**config.mk**
```make
export PLATFORM = sky130hd
export DESIGN_NAME = odg_top
export DESIGN_NICKNAME = d
export VERILOG_FILES = /design/src/odg_pkg.sv /design/src/odg_top.sv
export SDC_FILE = /design/constraint.sdc
export NUM_CORES = 1
export LEC_CHECK = 0
export BUFFER_PORTS_ARGS = -buffer_cell sky130_fd_sc_hd__buf_2
export CAP_MARGIN = 20
export CORE_ASPECT_RATIO = 0.9
export CORE_MARGIN = 4
export CORE_UTILIZATION = 30
export DETAILED_ROUTE_END_ITERATION = 16
export PLACE_DENSITY = 0.6
export SYNTH_ARGS = -nofsm -noshare
export SYNTH_HDL_FRONTEND = slang
export SYNTH_SLANG_ARGS = --single-unit
```
**constraint.sdc**
```tcl
create_clock -name clk -period 4.3 [get_ports clk]
set_input_delay 0.43 -clock clk [delete_from_list [all_inputs] [get_ports clk]]
set_output_delay 0.43 -clock clk [all_outputs]
set_load 0.01 [all_outputs]
```
**src/odg_pkg.sv**
```systemverilog
// Purpose: Shared constants and types for the geared output and tristate path
// Assumes: One clock; registers reached over Avalon-MM
// Notes: Offsets are byte addresses of aligned 32-bit words
package odg_pkg;

  // Register byte offsets
  localparam logic [3:0] OFS_CTRL = 4'h0;
  localparam logic [3:0] OFS_SMEAR = 4'h4;
  localparam logic [3:0] OFS_LEVEL = 4'h8;
  localparam logic [3:0] OFS_STATUS = 4'hC;

  // Control field positions
  localparam int CTRL_MODE_LSB = 0;
  localparam int CTRL_LATCH_BIT = 2;
  localparam int CTRL_SMEAR_EN_BIT = 3;

  // Status field positions
  localparam int STAT_MODE_LSB = 0;
  localparam int STAT_DATA_BIT = 2;
  localparam int STAT_OE_BIT = 3;
  localparam int STAT_LEVEL_LSB = 4;

  // Reset values
  localparam logic [1:0] RST_MODE = 2'h0;
  localparam logic [2:0] RST_SMEAR = 3'h0;
  localparam logic [7:0] RST_LEVEL = 8'h00;

  // Last phase index per captured word
  localparam logic [1:0] LAST_PH_SDR = 2'h0;
  localparam logic [1:0] LAST_PH_DDR = 2'h1;
  localparam logic [1:0] LAST_PH_GEAR = 2'h3;

  // Output modes
  typedef enum logic [1:0] {
    MODE_SDR,
    MODE_DDR,
    MODE_GEAR
  } odg_mode_t;

  // Placement of the instance on the die
  typedef enum logic [1:0] {
    EDGE_LEFT,
    EDGE_RIGHT,
    EDGE_TOP,
    EDGE_BOTTOM
  } odg_edge_t;

  // One word from the core: four data streams and the driver-off request
  typedef struct packed {
    logic driver_off_request;
    logic fall_data_b;
    logic rise_data_b;
    logic fall_data_a;
    logic rise_data_a;
  } odg_word_t;

  // What goes to the pad buffer
  typedef struct packed {
    logic [6:0] level_steps;
    logic level_invert;
    logic [2:0] smear_delay;
    logic oe;
    logic data;
  } odg_pad_t;

endpackage : odg_pkg

```
**src/odg_top.sv**
```systemverilog
// Purpose: Output and tristate register path with SDR, DDR and 4:1 gearing
// Assumes: clk is the edge rate; one pad bit per clk cycle; core on the same clock
// Notes: Gearing clocks are derived from the phase counter inside this block
// Operation
// - SDR passes rise A via flop or latch
// - DDR captures two, latches one next cycle
// - DDR selector alternates both half-cycle values
// - Gearbox captures four, latches two
// - Gear clocks serialize four streams at rate
// - Gearing only on left and right edges
// - SDR/DDR tristate through one flop
// - Gear mode re-registers tristate on gear clocks
// - Smear correction per pin, gear mode only
// - Long runs get no stretching
// - Pattern 010 stretches the one
// - Pattern 101 stretches the zero
// - Three-bit value sets stretch amount
// - Eight-bit leveling code, 128 delay steps
// - Code MSB inverts clock, half period
//
// Design decisions made here: the Avalon-MM interface to the registers and the placing of the registers.

// Small flop-based FIFO with valid/ready on both sides
module odg_fifo #(
  parameter int WIDTH = 5,
  parameter int DEPTH = 8
) (
  // Clock and reset
  input wire logic clk,
  input wire logic sys_rst,
  // Fill side
  input wire logic in_valid,
  output logic in_ready,
  input wire logic [WIDTH-1:0] in_data,
  // Drain side
  output logic out_valid,
  input wire logic out_ready,
  output logic [WIDTH-1:0] out_data,
  // Fill level
  output logic [$clog2(DEPTH+1)-1:0] level
);
  localparam int AW = $clog2(DEPTH);
  localparam int CW = $clog2(DEPTH + 1);
  logic [WIDTH-1:0] mem_ff [DEPTH]; // Storage
  logic [AW-1:0] wr_ff; // Write index
  logic [AW-1:0] rd_ff; // Read index
  logic [$clog2(DEPTH+1)-1:0] cnt_ff; // Words held
  logic push; // Word accepted
  logic pop; // Word delivered

  assign in_ready = (cnt_ff != CW'(DEPTH));
  assign out_valid = (cnt_ff != '0);
  assign out_data = mem_ff[rd_ff];
  assign level = cnt_ff;
  assign push = in_valid & in_ready;
  assign pop = out_valid & out_ready;

  // Storage write
  always_ff @(posedge clk)
  begin
    if (push)
    begin
      mem_ff[wr_ff] <= in_data;
    end
  end

  // Pointers wrap at depth
  always_ff @(posedge clk or posedge sys_rst)
  begin
    if (sys_rst)
    begin
      wr_ff <= '0;
      rd_ff <= '0;
    end
    else
    begin
      if (push)
        wr_ff <= (wr_ff == AW'(DEPTH - 1)) ? '0 : wr_ff + 1'b1;
      if (pop)
        rd_ff <= (rd_ff == AW'(DEPTH - 1)) ? '0 : rd_ff + 1'b1;
    end
  end

  // Occupancy count
  always_ff @(posedge clk or posedge sys_rst)
  begin
    if (sys_rst)
      cnt_ff <= '0;
    else if (push && !pop)
      cnt_ff <= cnt_ff + 1'b1;
    else if (pop && !push)
      cnt_ff <= cnt_ff - 1'b1;
  end

  // Never more than depth words
  a_fifo_bound: assert property (@(posedge clk) disable iff (sys_rst)
    cnt_ff <= DEPTH) else $error("fifo count above depth");
endmodule // odg_fifo

module odg_top
  import odg_pkg::*;
#(
  parameter odg_edge_t EDGE = EDGE_LEFT,
  parameter int FIFO_DEPTH = 8
) (
  // Clock and reset
  input wire logic clk,
  input wire logic sys_rst,
  // Avalon-MM register slave
  input wire logic [3:0] avs_address,
  input wire logic avs_read,
  input wire logic avs_write,
  input wire logic [31:0] avs_writedata,
  input wire logic [3:0] avs_byteenable,
  output logic [31:0] avs_readdata,
  output logic avs_waitrequest,
  // Core word stream
  input wire logic core_valid,
  output logic core_ready,
  input wire odg_pkg::odg_word_t core_word,
  // Pad buffer side
  output odg_pkg::odg_pad_t pad,
  output logic gear_clock_zero,
  output logic gear_clock_one
);
  import odg_pkg::*;

  // Register file
  logic [1:0] mode_ff; // Requested mode
  logic latch_ff; // SDR storage as latch
  logic smear_en_ff; // Correction enable
  logic [2:0] smear_amt_ff; // Stretch amount
  logic [7:0] level_ff; // leveling_delay_code
  logic ack_ff; // Bus answer phase
  logic [31:0] rdata_ff; // Read data
  // Data path
  odg_word_t head; // FIFO head word
  logic head_valid; // FIFO holds a word
  logic take; // Word taken this cycle
  logic [$clog2(FIFO_DEPTH+1)-1:0] fifo_level; // FIFO occupancy
  odg_mode_t eff_mode; // Mode after edge limits
  logic [1:0] last_ph; // Last phase of a word
  logic [1:0] ph_ff; // Serializer phase
  odg_word_t cap_ff; // Captured word
  logic [1:0] lat_ff; // Latched fall values
  logic ts_ff; // Registered driver-off
  logic ts2_ff; // Gear-clock tristate register
  logic sel_bit; // Serialized bit
  logic oe_sel; // Selected enable
  logic [1:0] hist_ff; // Two previous serialized bits
  logic oe_d_ff; // Enable aligned to history
  logic isolated; // Middle bit is isolated

  // Bus strobes and decode
  logic req;
  assign req = avs_read | avs_write;
  assign avs_waitrequest = req & ~ack_ff;
  assign avs_readdata = rdata_ff;

  // Answer one cycle after the request is seen
  always_ff @(posedge clk or posedge sys_rst)
  begin
    if (sys_rst)
      ack_ff <= 1'b0;
    else
      ack_ff <= req & ~ack_ff;
  end

  // Read data registered while waitrequest is high
  always_ff @(posedge clk or posedge sys_rst)
  begin
    if (sys_rst)
      rdata_ff <= '0;
    else if (avs_read && !ack_ff)
    begin
      rdata_ff <= '0;
      case (avs_address)
        OFS_CTRL:
        begin
          rdata_ff[CTRL_MODE_LSB +: 2] <= mode_ff;
          rdata_ff[CTRL_LATCH_BIT] <= latch_ff;
          rdata_ff[CTRL_SMEAR_EN_BIT] <= smear_en_ff;
        end
        OFS_SMEAR: rdata_ff[2:0] <= smear_amt_ff;
        OFS_LEVEL: rdata_ff[7:0] <= level_ff;
        OFS_STATUS:
        begin
          rdata_ff[STAT_MODE_LSB +: 2] <= eff_mode;
          rdata_ff[STAT_DATA_BIT] <= pad.data;
          rdata_ff[STAT_OE_BIT] <= pad.oe;
          rdata_ff[STAT_LEVEL_LSB +: $bits(fifo_level)] <= fifo_level;
        end
        // Unmapped reads return zero
        default: rdata_ff <= '0;
      endcase
    end
  end

  // Register writes take effect at the answer edge
  always_ff @(posedge clk or posedge sys_rst)
  begin
    if (sys_rst)
    begin
      mode_ff <= RST_MODE;
      latch_ff <= 1'b0;
      smear_en_ff <= 1'b0;
      smear_amt_ff <= RST_SMEAR;
      level_ff <= RST_LEVEL;
    end
    else if (avs_write && ack_ff && avs_byteenable[0])
    begin
      case (avs_address)
        OFS_CTRL:
        begin
          mode_ff <= avs_writedata[CTRL_MODE_LSB +: 2];
          latch_ff <= avs_writedata[CTRL_LATCH_BIT];
          smear_en_ff <= avs_writedata[CTRL_SMEAR_EN_BIT];
        end
        OFS_SMEAR: smear_amt_ff <= avs_writedata[2:0];
        OFS_LEVEL: level_ff <= avs_writedata[7:0];
        // Unmapped writes are dropped
        default: ;
      endcase
    end
  end

  // Buffer between core and serializer
  odg_fifo #(
    .WIDTH($bits(odg_word_t)),
    .DEPTH(FIFO_DEPTH)
  ) u_fifo (
    .clk(clk),
    .sys_rst(sys_rst),
    .in_valid(core_valid),
    .in_ready(core_ready),
    .in_data(core_word),
    .out_valid(head_valid),
    .out_ready(take),
    .out_data(head),
    .level(fifo_level)
  );

  // Gearing only where the edge has it; top and bottom fall back to DDR
  always_comb
  begin
    case (mode_ff)
      2'h0: eff_mode = MODE_SDR;
      2'h1: eff_mode = MODE_DDR;
      default: eff_mode = (EDGE == EDGE_LEFT || EDGE == EDGE_RIGHT) ? MODE_GEAR : MODE_DDR;
    endcase
  end

  // Phases per word
  always_comb
  begin
    case (eff_mode)
      MODE_SDR: last_ph = LAST_PH_SDR;
      MODE_DDR: last_ph = LAST_PH_DDR;
      default: last_ph = LAST_PH_GEAR;
    endcase
  end

  // A word is taken on the last phase; the FIFO backs up while busy
  assign take = head_valid && (ph_ff >= last_ph);

  // Phase counter doubles as the two gearing clocks
  always_ff @(posedge clk or posedge sys_rst)
  begin
    if (sys_rst)
      ph_ff <= '0;
    else if (ph_ff >= last_ph)
      ph_ff <= '0;
    else
      ph_ff <= ph_ff + 1'b1;
  end
  assign gear_clock_zero = ph_ff[0];
  assign gear_clock_one = ph_ff[1];

  // Capture all four streams and the driver-off request
  always_ff @(posedge clk or posedge sys_rst)
  begin
    if (sys_rst)
    begin
      cap_ff <= '0;
      ts_ff <= 1'b1;
    end
    else if (take)
    begin
      cap_ff <= head;
      ts_ff <= head.driver_off_request;
    end
  end

  // Fall values latched in the cycle after capture
  always_ff @(posedge clk or posedge sys_rst)
  begin
    if (sys_rst)
      lat_ff <= '0;
    else if (ph_ff == 2'h0)
      lat_ff <= {cap_ff.fall_data_b, cap_ff.fall_data_a};
  end

  // Tristate re-registered on the gear clock phase
  always_ff @(posedge clk or posedge sys_rst)
  begin
    if (sys_rst)
      ts2_ff <= 1'b1;
    else if (ph_ff == 2'h0)
      ts2_ff <= ts_ff;
  end

  // Output selector
  always_comb
  begin
    sel_bit = cap_ff.rise_data_a;
    case (eff_mode)
      MODE_SDR:
      begin
        // Latch is transparent to the word being taken
        if (latch_ff && take)
          sel_bit = head.rise_data_a;
        else
          sel_bit = cap_ff.rise_data_a;
      end
      MODE_DDR:
        sel_bit = ph_ff[0] ? lat_ff[0] : cap_ff.rise_data_a;
      default:
      begin
        case ({gear_clock_one, gear_clock_zero})
          2'h0: sel_bit = cap_ff.rise_data_a;
          2'h1: sel_bit = lat_ff[0];
          2'h2: sel_bit = cap_ff.rise_data_b;
          default: sel_bit = lat_ff[1];
        endcase
      end
    endcase
  end

  // Enable source depends on gearing
  assign oe_sel = (eff_mode == MODE_GEAR) ? ~ts2_ff : ~ts_ff;

  // Shift history of the serialized bits
  always_ff @(posedge clk or posedge sys_rst)
  begin
    if (sys_rst)
    begin
      hist_ff <= '0;
      oe_d_ff <= 1'b0;
    end
    else
    begin
      hist_ff <= {hist_ff[0], sel_bit};
      oe_d_ff <= oe_sel;
    end
  end

  // Middle bit differs from both neighbours: 010 or 101
  assign isolated = (hist_ff[0] != hist_ff[1]) && (hist_ff[0] != sel_bit);

  // Pad outputs from flops
  always_ff @(posedge clk or posedge sys_rst)
  begin
    if (sys_rst)
      pad <= '0;
    else
    begin
      pad.data <= hist_ff[0];
      pad.oe <= oe_d_ff;
      // Stretch only isolated bits, only when geared
      if (smear_en_ff && eff_mode == MODE_GEAR && isolated)
        pad.smear_delay <= smear_amt_ff;
      else
        pad.smear_delay <= '0;
      pad.level_steps <= level_ff[6:0];
      pad.level_invert <= level_ff[7];
    end
  end

  // Checks
  a_sdr_flop_path: assert property (@(posedge clk) disable iff (sys_rst)
    (eff_mode == MODE_SDR && !latch_ff && $stable(eff_mode)) ##1 (eff_mode == MODE_SDR && !latch_ff)
    |-> ##2 pad.data == $past(cap_ff.rise_data_a, 2)) else $error("sdr data path wrong");
  a_ddr_two_phase: assert property (@(posedge clk) disable iff (sys_rst)
    (eff_mode == MODE_DDR && $stable(eff_mode)) |-> ph_ff <= LAST_PH_DDR) else $error("ddr phase out of range");
  a_ddr_fall_latch: assert property (@(posedge clk) disable iff (sys_rst)
    (eff_mode != MODE_SDR && ph_ff == 2'h0) |=> lat_ff[0] == $past(cap_ff.fall_data_a)) else $error("fall latch missed");
  a_gear_rise_b: assert property (@(posedge clk) disable iff (sys_rst)
    (eff_mode == MODE_GEAR && ph_ff == 2'h2) |-> sel_bit == cap_ff.rise_data_b) else $error("gear select wrong");
  a_gear_edge_only: assert property (@(posedge clk) disable iff (sys_rst)
    (EDGE == EDGE_TOP || EDGE == EDGE_BOTTOM) |-> eff_mode != MODE_GEAR) else $error("gearing on wrong edge");
  a_oe_tracks_ts: assert property (@(posedge clk) disable iff (sys_rst)
    (eff_mode != MODE_GEAR) ##1 (eff_mode != MODE_GEAR) |=> pad.oe == !$past(ts_ff, 2)) else $error("enable not from flop");
  a_gear_ts_stage: assert property (@(posedge clk) disable iff (sys_rst)
    (ph_ff == 2'h0) |=> ts2_ff == $past(ts_ff)) else $error("gear tristate stage missed");
  a_smear_gear_only: assert property (@(posedge clk) disable iff (sys_rst)
    (eff_mode != MODE_GEAR && $stable(eff_mode)) |=> pad.smear_delay == 3'h0) else $error("stretch outside gearing");
  a_no_stretch_run: assert property (@(posedge clk) disable iff (sys_rst)
    (hist_ff[0] == hist_ff[1]) |=> pad.smear_delay == 3'h0) else $error("stretch on a run");
  a_stretch_iso: assert property (@(posedge clk) disable iff (sys_rst)
    (smear_en_ff && eff_mode == MODE_GEAR && hist_ff == 2'b01 && !sel_bit)
    |=> pad.smear_delay == $past(smear_amt_ff) && pad.data) else $error("isolated one not stretched");
  a_level_code: assert property (@(posedge clk) disable iff (sys_rst)
    1'b1 |=> pad.level_invert == $past(level_ff[7]) && pad.level_steps == $past(level_ff[6:0])) else $error("leveling code wrong");
endmodule // odg_top

```
# After elaboration in Yosys (flattened, before gate mapping)
# Memories as Yosys holds them, arrays and structs flattened.
# Cells that the tools add are included.
[op_classes]
add_sub_neg = 5
mul = 0
div = 0
n_lt_le_gt_ge = 1
n_eq_ne = 13
shift = 0
n_mux = 18
bitwise_logic = 7
reduce_logical = 22
[op_table]
columns = ["cell", "n"]
rows = [
  ["3-bit case mux with 4 select lines", 1],
  ["1-bit logical AND", 10],
  ["3-bit two-way mux", 3],
  ["4-bit equality test, second input constant", 2],
  ["4-bit two-way mux", 2],
  ["2-bit case mux with 2 select lines", 2],
  ["4-bit case mux with 2 select lines", 1],
  ["3-bit by 1-bit adder with 3-bit output, second input constant", 2],
  ["2-bit by 1-bit equality test with 1-bit output, second input constant", 3],
  ["3-bit equality test, second input constant", 2],
  ["2-bit logical NOT", 3],
  ["1-bit case mux with 3 select lines", 2],
  ["2-bit AND reduction", 3],
  ["1-bit two-way mux", 5],
  ["4-bit by 1-bit adder with 4-bit output, second input constant", 1],
  ["2-bit equality test, second input constant", 2],
  ["4-bit by 3-bit equality test with 1-bit output, second input constant", 1],
  ["4-bit logical NOT", 1],
  ["4-bit inequality test, second input constant", 1],
  ["4-bit nonzero test", 1],
  ["4-bit by 1-bit subtractor with 4-bit output, second input constant", 1],
  ["1-bit bitwise AND", 3],
  ["1-bit logical NOT", 3],
  ["1-bit inverter", 3],
  ["other kinds (7)", 8],
]
[totals]
regBits = 60
latchBits = 0
ram_bits = 40
rom_bits = 0
input_bits = 50
out_inout_bits = 49
mem_count = 1
[mem_list]
columns = ["name", "depth", "word_bits", "read_ports", "rd_clocked_by_memory_dff", "wr", "line_no", "rtl"]
rows = [
  ["u_fifo.mem_ff", 8, 5, 1, 0, 1, "odg_top.sv:44", "logic [WIDTH-1:0] mem_ff [DEPTH];"],
]

# Longest topological paths before layout
[logic_depth]
depth_word = 13
depth_mapped = 16

# Cells and area by module
# From an unflattened synthesis, not the netlist that was laid out.
[unflattened]
hier_cells = 308
hier_area_um2 = 4543.1
[modules_own_cells]
columns = ["module", "n_inst", "cells_per_inst", "area_per_inst_um2", "seq_area_each_um2"]
rows = [
  ["odg_top", 1, 184, 2309.7, 1228.7],
  ["odg_fifo", 1, 124, 2233.4, 1451.4],
]

# Worst setup path before layout
# Ideal clock, no wire load.
[synth_path]
path_kind = "reg2reg"
startpoint = "register mode_ff[1]"
endpoint = "register u_fifo.cnt_ff[3], in the netlist u_fifo.level[3]"
setup_ns = 0.125
arrival_ns = 2.846
required_time_ns = 4.175
setup_slack_ns = 1.328
path_stages_with_launch = 17
n_path_buf = 1
synth_period_minus_slack_ns = 2.972
cell_sequence = "dfrtp_1 nor2_1 inv_1 ha_1 nand2b_1 a21oi_1 nor2_1 clkbuf_1 inv_1 ha_1 inv_1 ha_1 a21o_1 a21oi_1 xnor2_1 nor2_1 xor2_1"
[synth_via]
elab_chain_len = 10
word_cells_on_any_way = 14
[synth_lines]
columns = ["element", "line_no", "rtl"]
rows = [
  ["start: declaration", "odg_top.sv:129", "logic [1:0] mode_ff;"],
  ["start signal: assignment", "odg_top.sv:215", "mode_ff <= avs_writedata[CTRL_MODE_LSB +: 2];"],
  ["2-bit by 1-bit equality test with 1-bit output or 2-bit logical NOT (tied branches)", "odg_top.sv:246", "case (mode_ff)"],
  ["2-bit case mux with 2 select lines (*)", "odg_top.sv:246", ""],
  ["2-bit by 1-bit equality test with 1-bit output or 2-bit logical NOT (tied branches)", "odg_top.sv:256", "case (eff_mode)"],
  ["2-bit case mux with 2 select lines (*)", "odg_top.sv:256", ""],
  ["2-bit greater-or-equal comparator (*)", "odg_top.sv:264", "assign take = head_valid && (ph_ff >= last_ph);"],
  ["1-bit logical AND (*)", "odg_top.sv:264", ""],
  ["1-bit bitwise AND (*)", "odg_top.sv:56", "assign pop = out_valid & out_ready;"],
  ["1-bit logical NOT", "odg_top.sv:89", "else if (push && !pop)"],
  ["1-bit logical AND", "odg_top.sv:89", ""],
  ["4-bit two-way mux or 2-bit nonzero test (tied branches)", "n/a", ""],
  ["end signal: assignment", "odg_top.sv:90", "cnt_ff <= cnt_ff + 1'b1;"],
  ["end signal: assignment", "odg_top.sv:92", "cnt_ff <= cnt_ff - 1'b1;"],
  ["end: declaration", "odg_top.sv:47", "logic [$clog2(DEPTH+1)-1:0] cnt_ff;"],
]
# Mark *: on every way between the ends. The rest lies on a longest branch, timed or not.
# A chain may end at the register's enable or synchronous reset.

# Final worst setup path
# Same ends and word-level chain as after synthesis.

==> impl_metrics.yaml <==
status:
  status: "complete, no violations"
cells_and_area:
  num-fill-cells: 1372
  flow.area_growth_from_synthesis_pct: 15.9
  antenna_cells_inserted: 0
  share_of_layout_cells_above_drive_strength_1: 0.265
  post-route-util: 0.356
  finalNetCount: 418
  final_area_um2: 5020
worst_setup_path:
  critical_path.startpoint: "mode_ff[1]"
  r2r-start: "mode_ff[1]"
  worstPathMaxFanout: 13
  cp.required_ns: 4.52
  worst_path_largest_cell_delay_ns: 0.71
  timing.reg2reg.setup_slack_ns: 0.80
  crit_path_end_kind: "flip-flop"
  worstPathCellList: "nor2_1, inv_1, ha_1, nand2b_1, a21oi_1, nor2_1, inv_1, ha_1, inv_1, ha_1, a21o_1, a21oi_1, xnor2_1, nor2_1, xor2_1"
  timing.critical_path.slowest_stage_cell: "nor2_1"
  timing.setup.critical_path_class: "reg -> reg"
  worst_r2r_path_depth: 15
  r2r_endpoint: "u_fifo.level[3]"
  arrival_ns: 3.72
  critical_path_start_type: "flip-flop"
global_routing:
  grt_pass1_wl_um: 12800
  global_route.overflow_total: 0
  via_count_of_the_first_global_routing_pass: 2386
  antenna_found_initial: 0
  gr-usage-all-layers: 0.101
  grt_start_max_net_pins: 60
timing:
  setup-tns-final_ns: 0
  timing.max_slew.rel_slack: 0.298
  hold_viol: 0
  timing.final.crit_period_ns: 3.50
  report.final.setup_viol: 0
  worst-slew-pin-transition_ns: 1.04
  rsz0062_at_grt: "false"
  final_max_slew_viol_count: 0
  clock_skew_ns: 0.00505
  clock.fmax_ghz: 0.286
  final_min_period_over_clock_period: 0.814
logic_synthesis:
  syn-mean-instance-area_um2: 14.3
  yosysTopAreaCellShare: 0.329
  yosysMostFrequentCell: "dfrtp_1"
  ys_dominant_reg_cell: "dfrtp_1"
  synth_seq_area_share: 0.618
  yosys_warnings: 0
  synth_area_leaders: "dfrtp_1 (33%), edfxtp_1 (28%), mux4_2 (5.7%), buf_4 (4.3%), mux2_2 (3.9%)"
  synth.cell_area_um2: 4340
  syn-instance-count: 304
  async_flop_share: 0.596
  synth-seq-cells: 99
  synth_cell_type_count: 41
  synth_top_cells_by_count: "dfrtp_1 (57), edfxtp_1 (40), buf_4 (25)"
  yosys.area.top_type: "dfrtp_1"
  synth-edff-count: 40
pwr:
  power.static_leakage_nw: 2.14
  vdd.ir_drop.worst_mv: 0.288
  power_density_nw_per_um2: 631
placed_design:
  dp_hpwl_um: 5680
  port_buffers: 47
  globalplace.congestion: 0.727
  postPlaceCellArea_um2: 4690
die:
  die_area_um2: 16400
  fp.dieH_um: 122
  num_io_pins: 99
  die_width_um: 135
  row_count: 41
  placeableCoreArea_um2: 14100
  effective_utilization_at_floorplan: 0.307
flow_run:
  maxCapViolations: 0
clock_network:
  cts-htree-levels: 3
  cts.sink_count: 99
  cts_hold_repair.buffers: 0
  insertion_delay_of_the_later_clocked_pin_in_the_worst_skew_pair_ns: 0.34
  clock-root-buffer: "clkbuf_16"
  cts.repair.resized: 0
  tritoncts.num_buffers: 9
  clkSlewWorstSetupHoldPaths_ns: 0.07
  max-clock-path-buffers: 2
  tritoncts_clock_tree: "yes"
  post_cts_buffers: 0
routing:
  vias: 2453
  violation_count_after_the_first_detailed_route_iteration: 137
  drt_pass1_iterations: 4
  post_drt_via_cell_ratio: 4.44
  avgRoutedWirePerCell_um: 14.5
  ant_nets: 0
  detail_route.wirelength_um: 8010
  remaining_drc_errors: 0
worst_hold_path:
  hold_path.class: "in -> async"
==> kinds of logic after synthesis <==
logic type,synth area share
buf+inv,0.0600
xor+xnor,0.0101
other cells,0.000865
fa+ha+maj,0.0421
compound gates,0.0453
mux,0.146
simple gates,0.0773
flops,0.618
==> worst max-delay path by stage <==
stage | end | slack, ns | cells past startpoint
after floorplan | u_fifo.level[3] | 1.33 | 16
after global placement | u_fifo.level[3] | 0.87 | 15
after detailed placement | u_fifo.level[3] | 0.79 | 15
after CTS | u_fifo.level[3] | 0.77 | 15
after global routing | u_fifo.level[3] | 0.46 | 15
final | u_fifo.level[3] | 0.80 | 15
==> cells in the final DEF, fill, tap and decap left out, drive strengths merged, types with 2 or more instances in the layout <==
| master | synthesis | final |
|---|---|---|
| nor2 | 15 | 15 |
| buf | 28 | 50 |
| o21ai | 9 | 9 |
| nor4 | 3 | 3 |
| nor3b | 3 | 3 |
| a21o | 2 | 2 |
| a21oi | 7 | 7 |
| a22oi | 4 | 4 |
| mux2 | 24 | 24 |
| bufinv | 0 | 2 |
| xor2 | 2 | 2 |
| nor2b | 2 | 2 |
| a22o | 5 | 5 |
| clkbuf | 6 | 9 |
| nor4b | 2 | 2 |
| edfxtp | 40 | 40 |
| mux4 | 12 | 12 |
| xnor2 | 3 | 3 |
| nand2 | 21 | 21 |
| nor3 | 7 | 7 |
| nand3b | 2 | 2 |
| inv | 10 | 12 |
| dfstp | 2 | 2 |
| and2 | 2 | 2 |
| mux2i | 9 | 9 |
| ha | 13 | 13 |
| conb | 1 | 24 |
| dfrtp | 57 | 57 |
| clkinv | 0 | 2 |
| nand2b | 5 | 5 |
==> layout make-up <==
type                    count  area [µm²]  share of cell area
clock buffers               9         225              0.0448
clock inverters             7         100              0.0199
inverters                  10        37.5             0.00747
multi-input cells         184        1480               0.295
flip-flops and latches     99        2680               0.533
well taps                 193         241              0.0481
repair buffers             50         258              0.0513
==> critical path: cells and delay by family, from the launching register on <==
kind / cells / cell delay (ns)
AO/OA/AOI/OAI: 3 / 0.47
buffers and inverters: 3 / 0.30
adder cells (fa/ha/maj): 3 / 0.76
AND/OR/NAND/NOR: 4 / 1.09
flip-flops: 1 / 0.45
XOR/XNOR: 2 / 0.30
==> stage by stage <==
step	hold slack, ns	power (mW)	setup WS, ns	cells
after floorplan	0.331	2.10	1.33	327
after global placement	0.338	2.30	0.869	535
after detailed placement	0.345	2.33	0.794	535
after CTS	0.293	3.22	0.770	551
after global routing	0.298	3.38	0.456	552
final	0.289	3.17	0.799	552
==> registers in the layout (all words and copies together), names as in the netlist, 2 cells and up <==
signal / flops
u_fifo.mem_ff: 40
level_ff: 8
u_fifo.wr_ff: 3
avs_readdata: 8
mode_ff: 2
lat_ff: 2
pad: 12
hist_ff: 2
u_fifo.level: 4
ph_ff: 2
smear_amt_ff: 3
cap_ff: 4
u_fifo.rd_ff: 3
==> layer usage <==
metal	vias to the layer above	GRT usage	wire (µm)
met5	-	0	0
met2	65	0.152	3810
met4	0	0.0363	78
li1	1154	-	-
met3	9	0.0281	403
met1	1225	0.140	3730
==> power by group <==
group | internal, mW | total (mW) | switching [mW]
sequential | 1.21 | 1.43 | 0.217
combinational | 0.454 | 0.877 | 0.422
clock | 0.515 | 0.866 | 0.351
total | 2.18 | 3.17 | 0.991
Note: power is estimated with default switching activity, not from simulation.
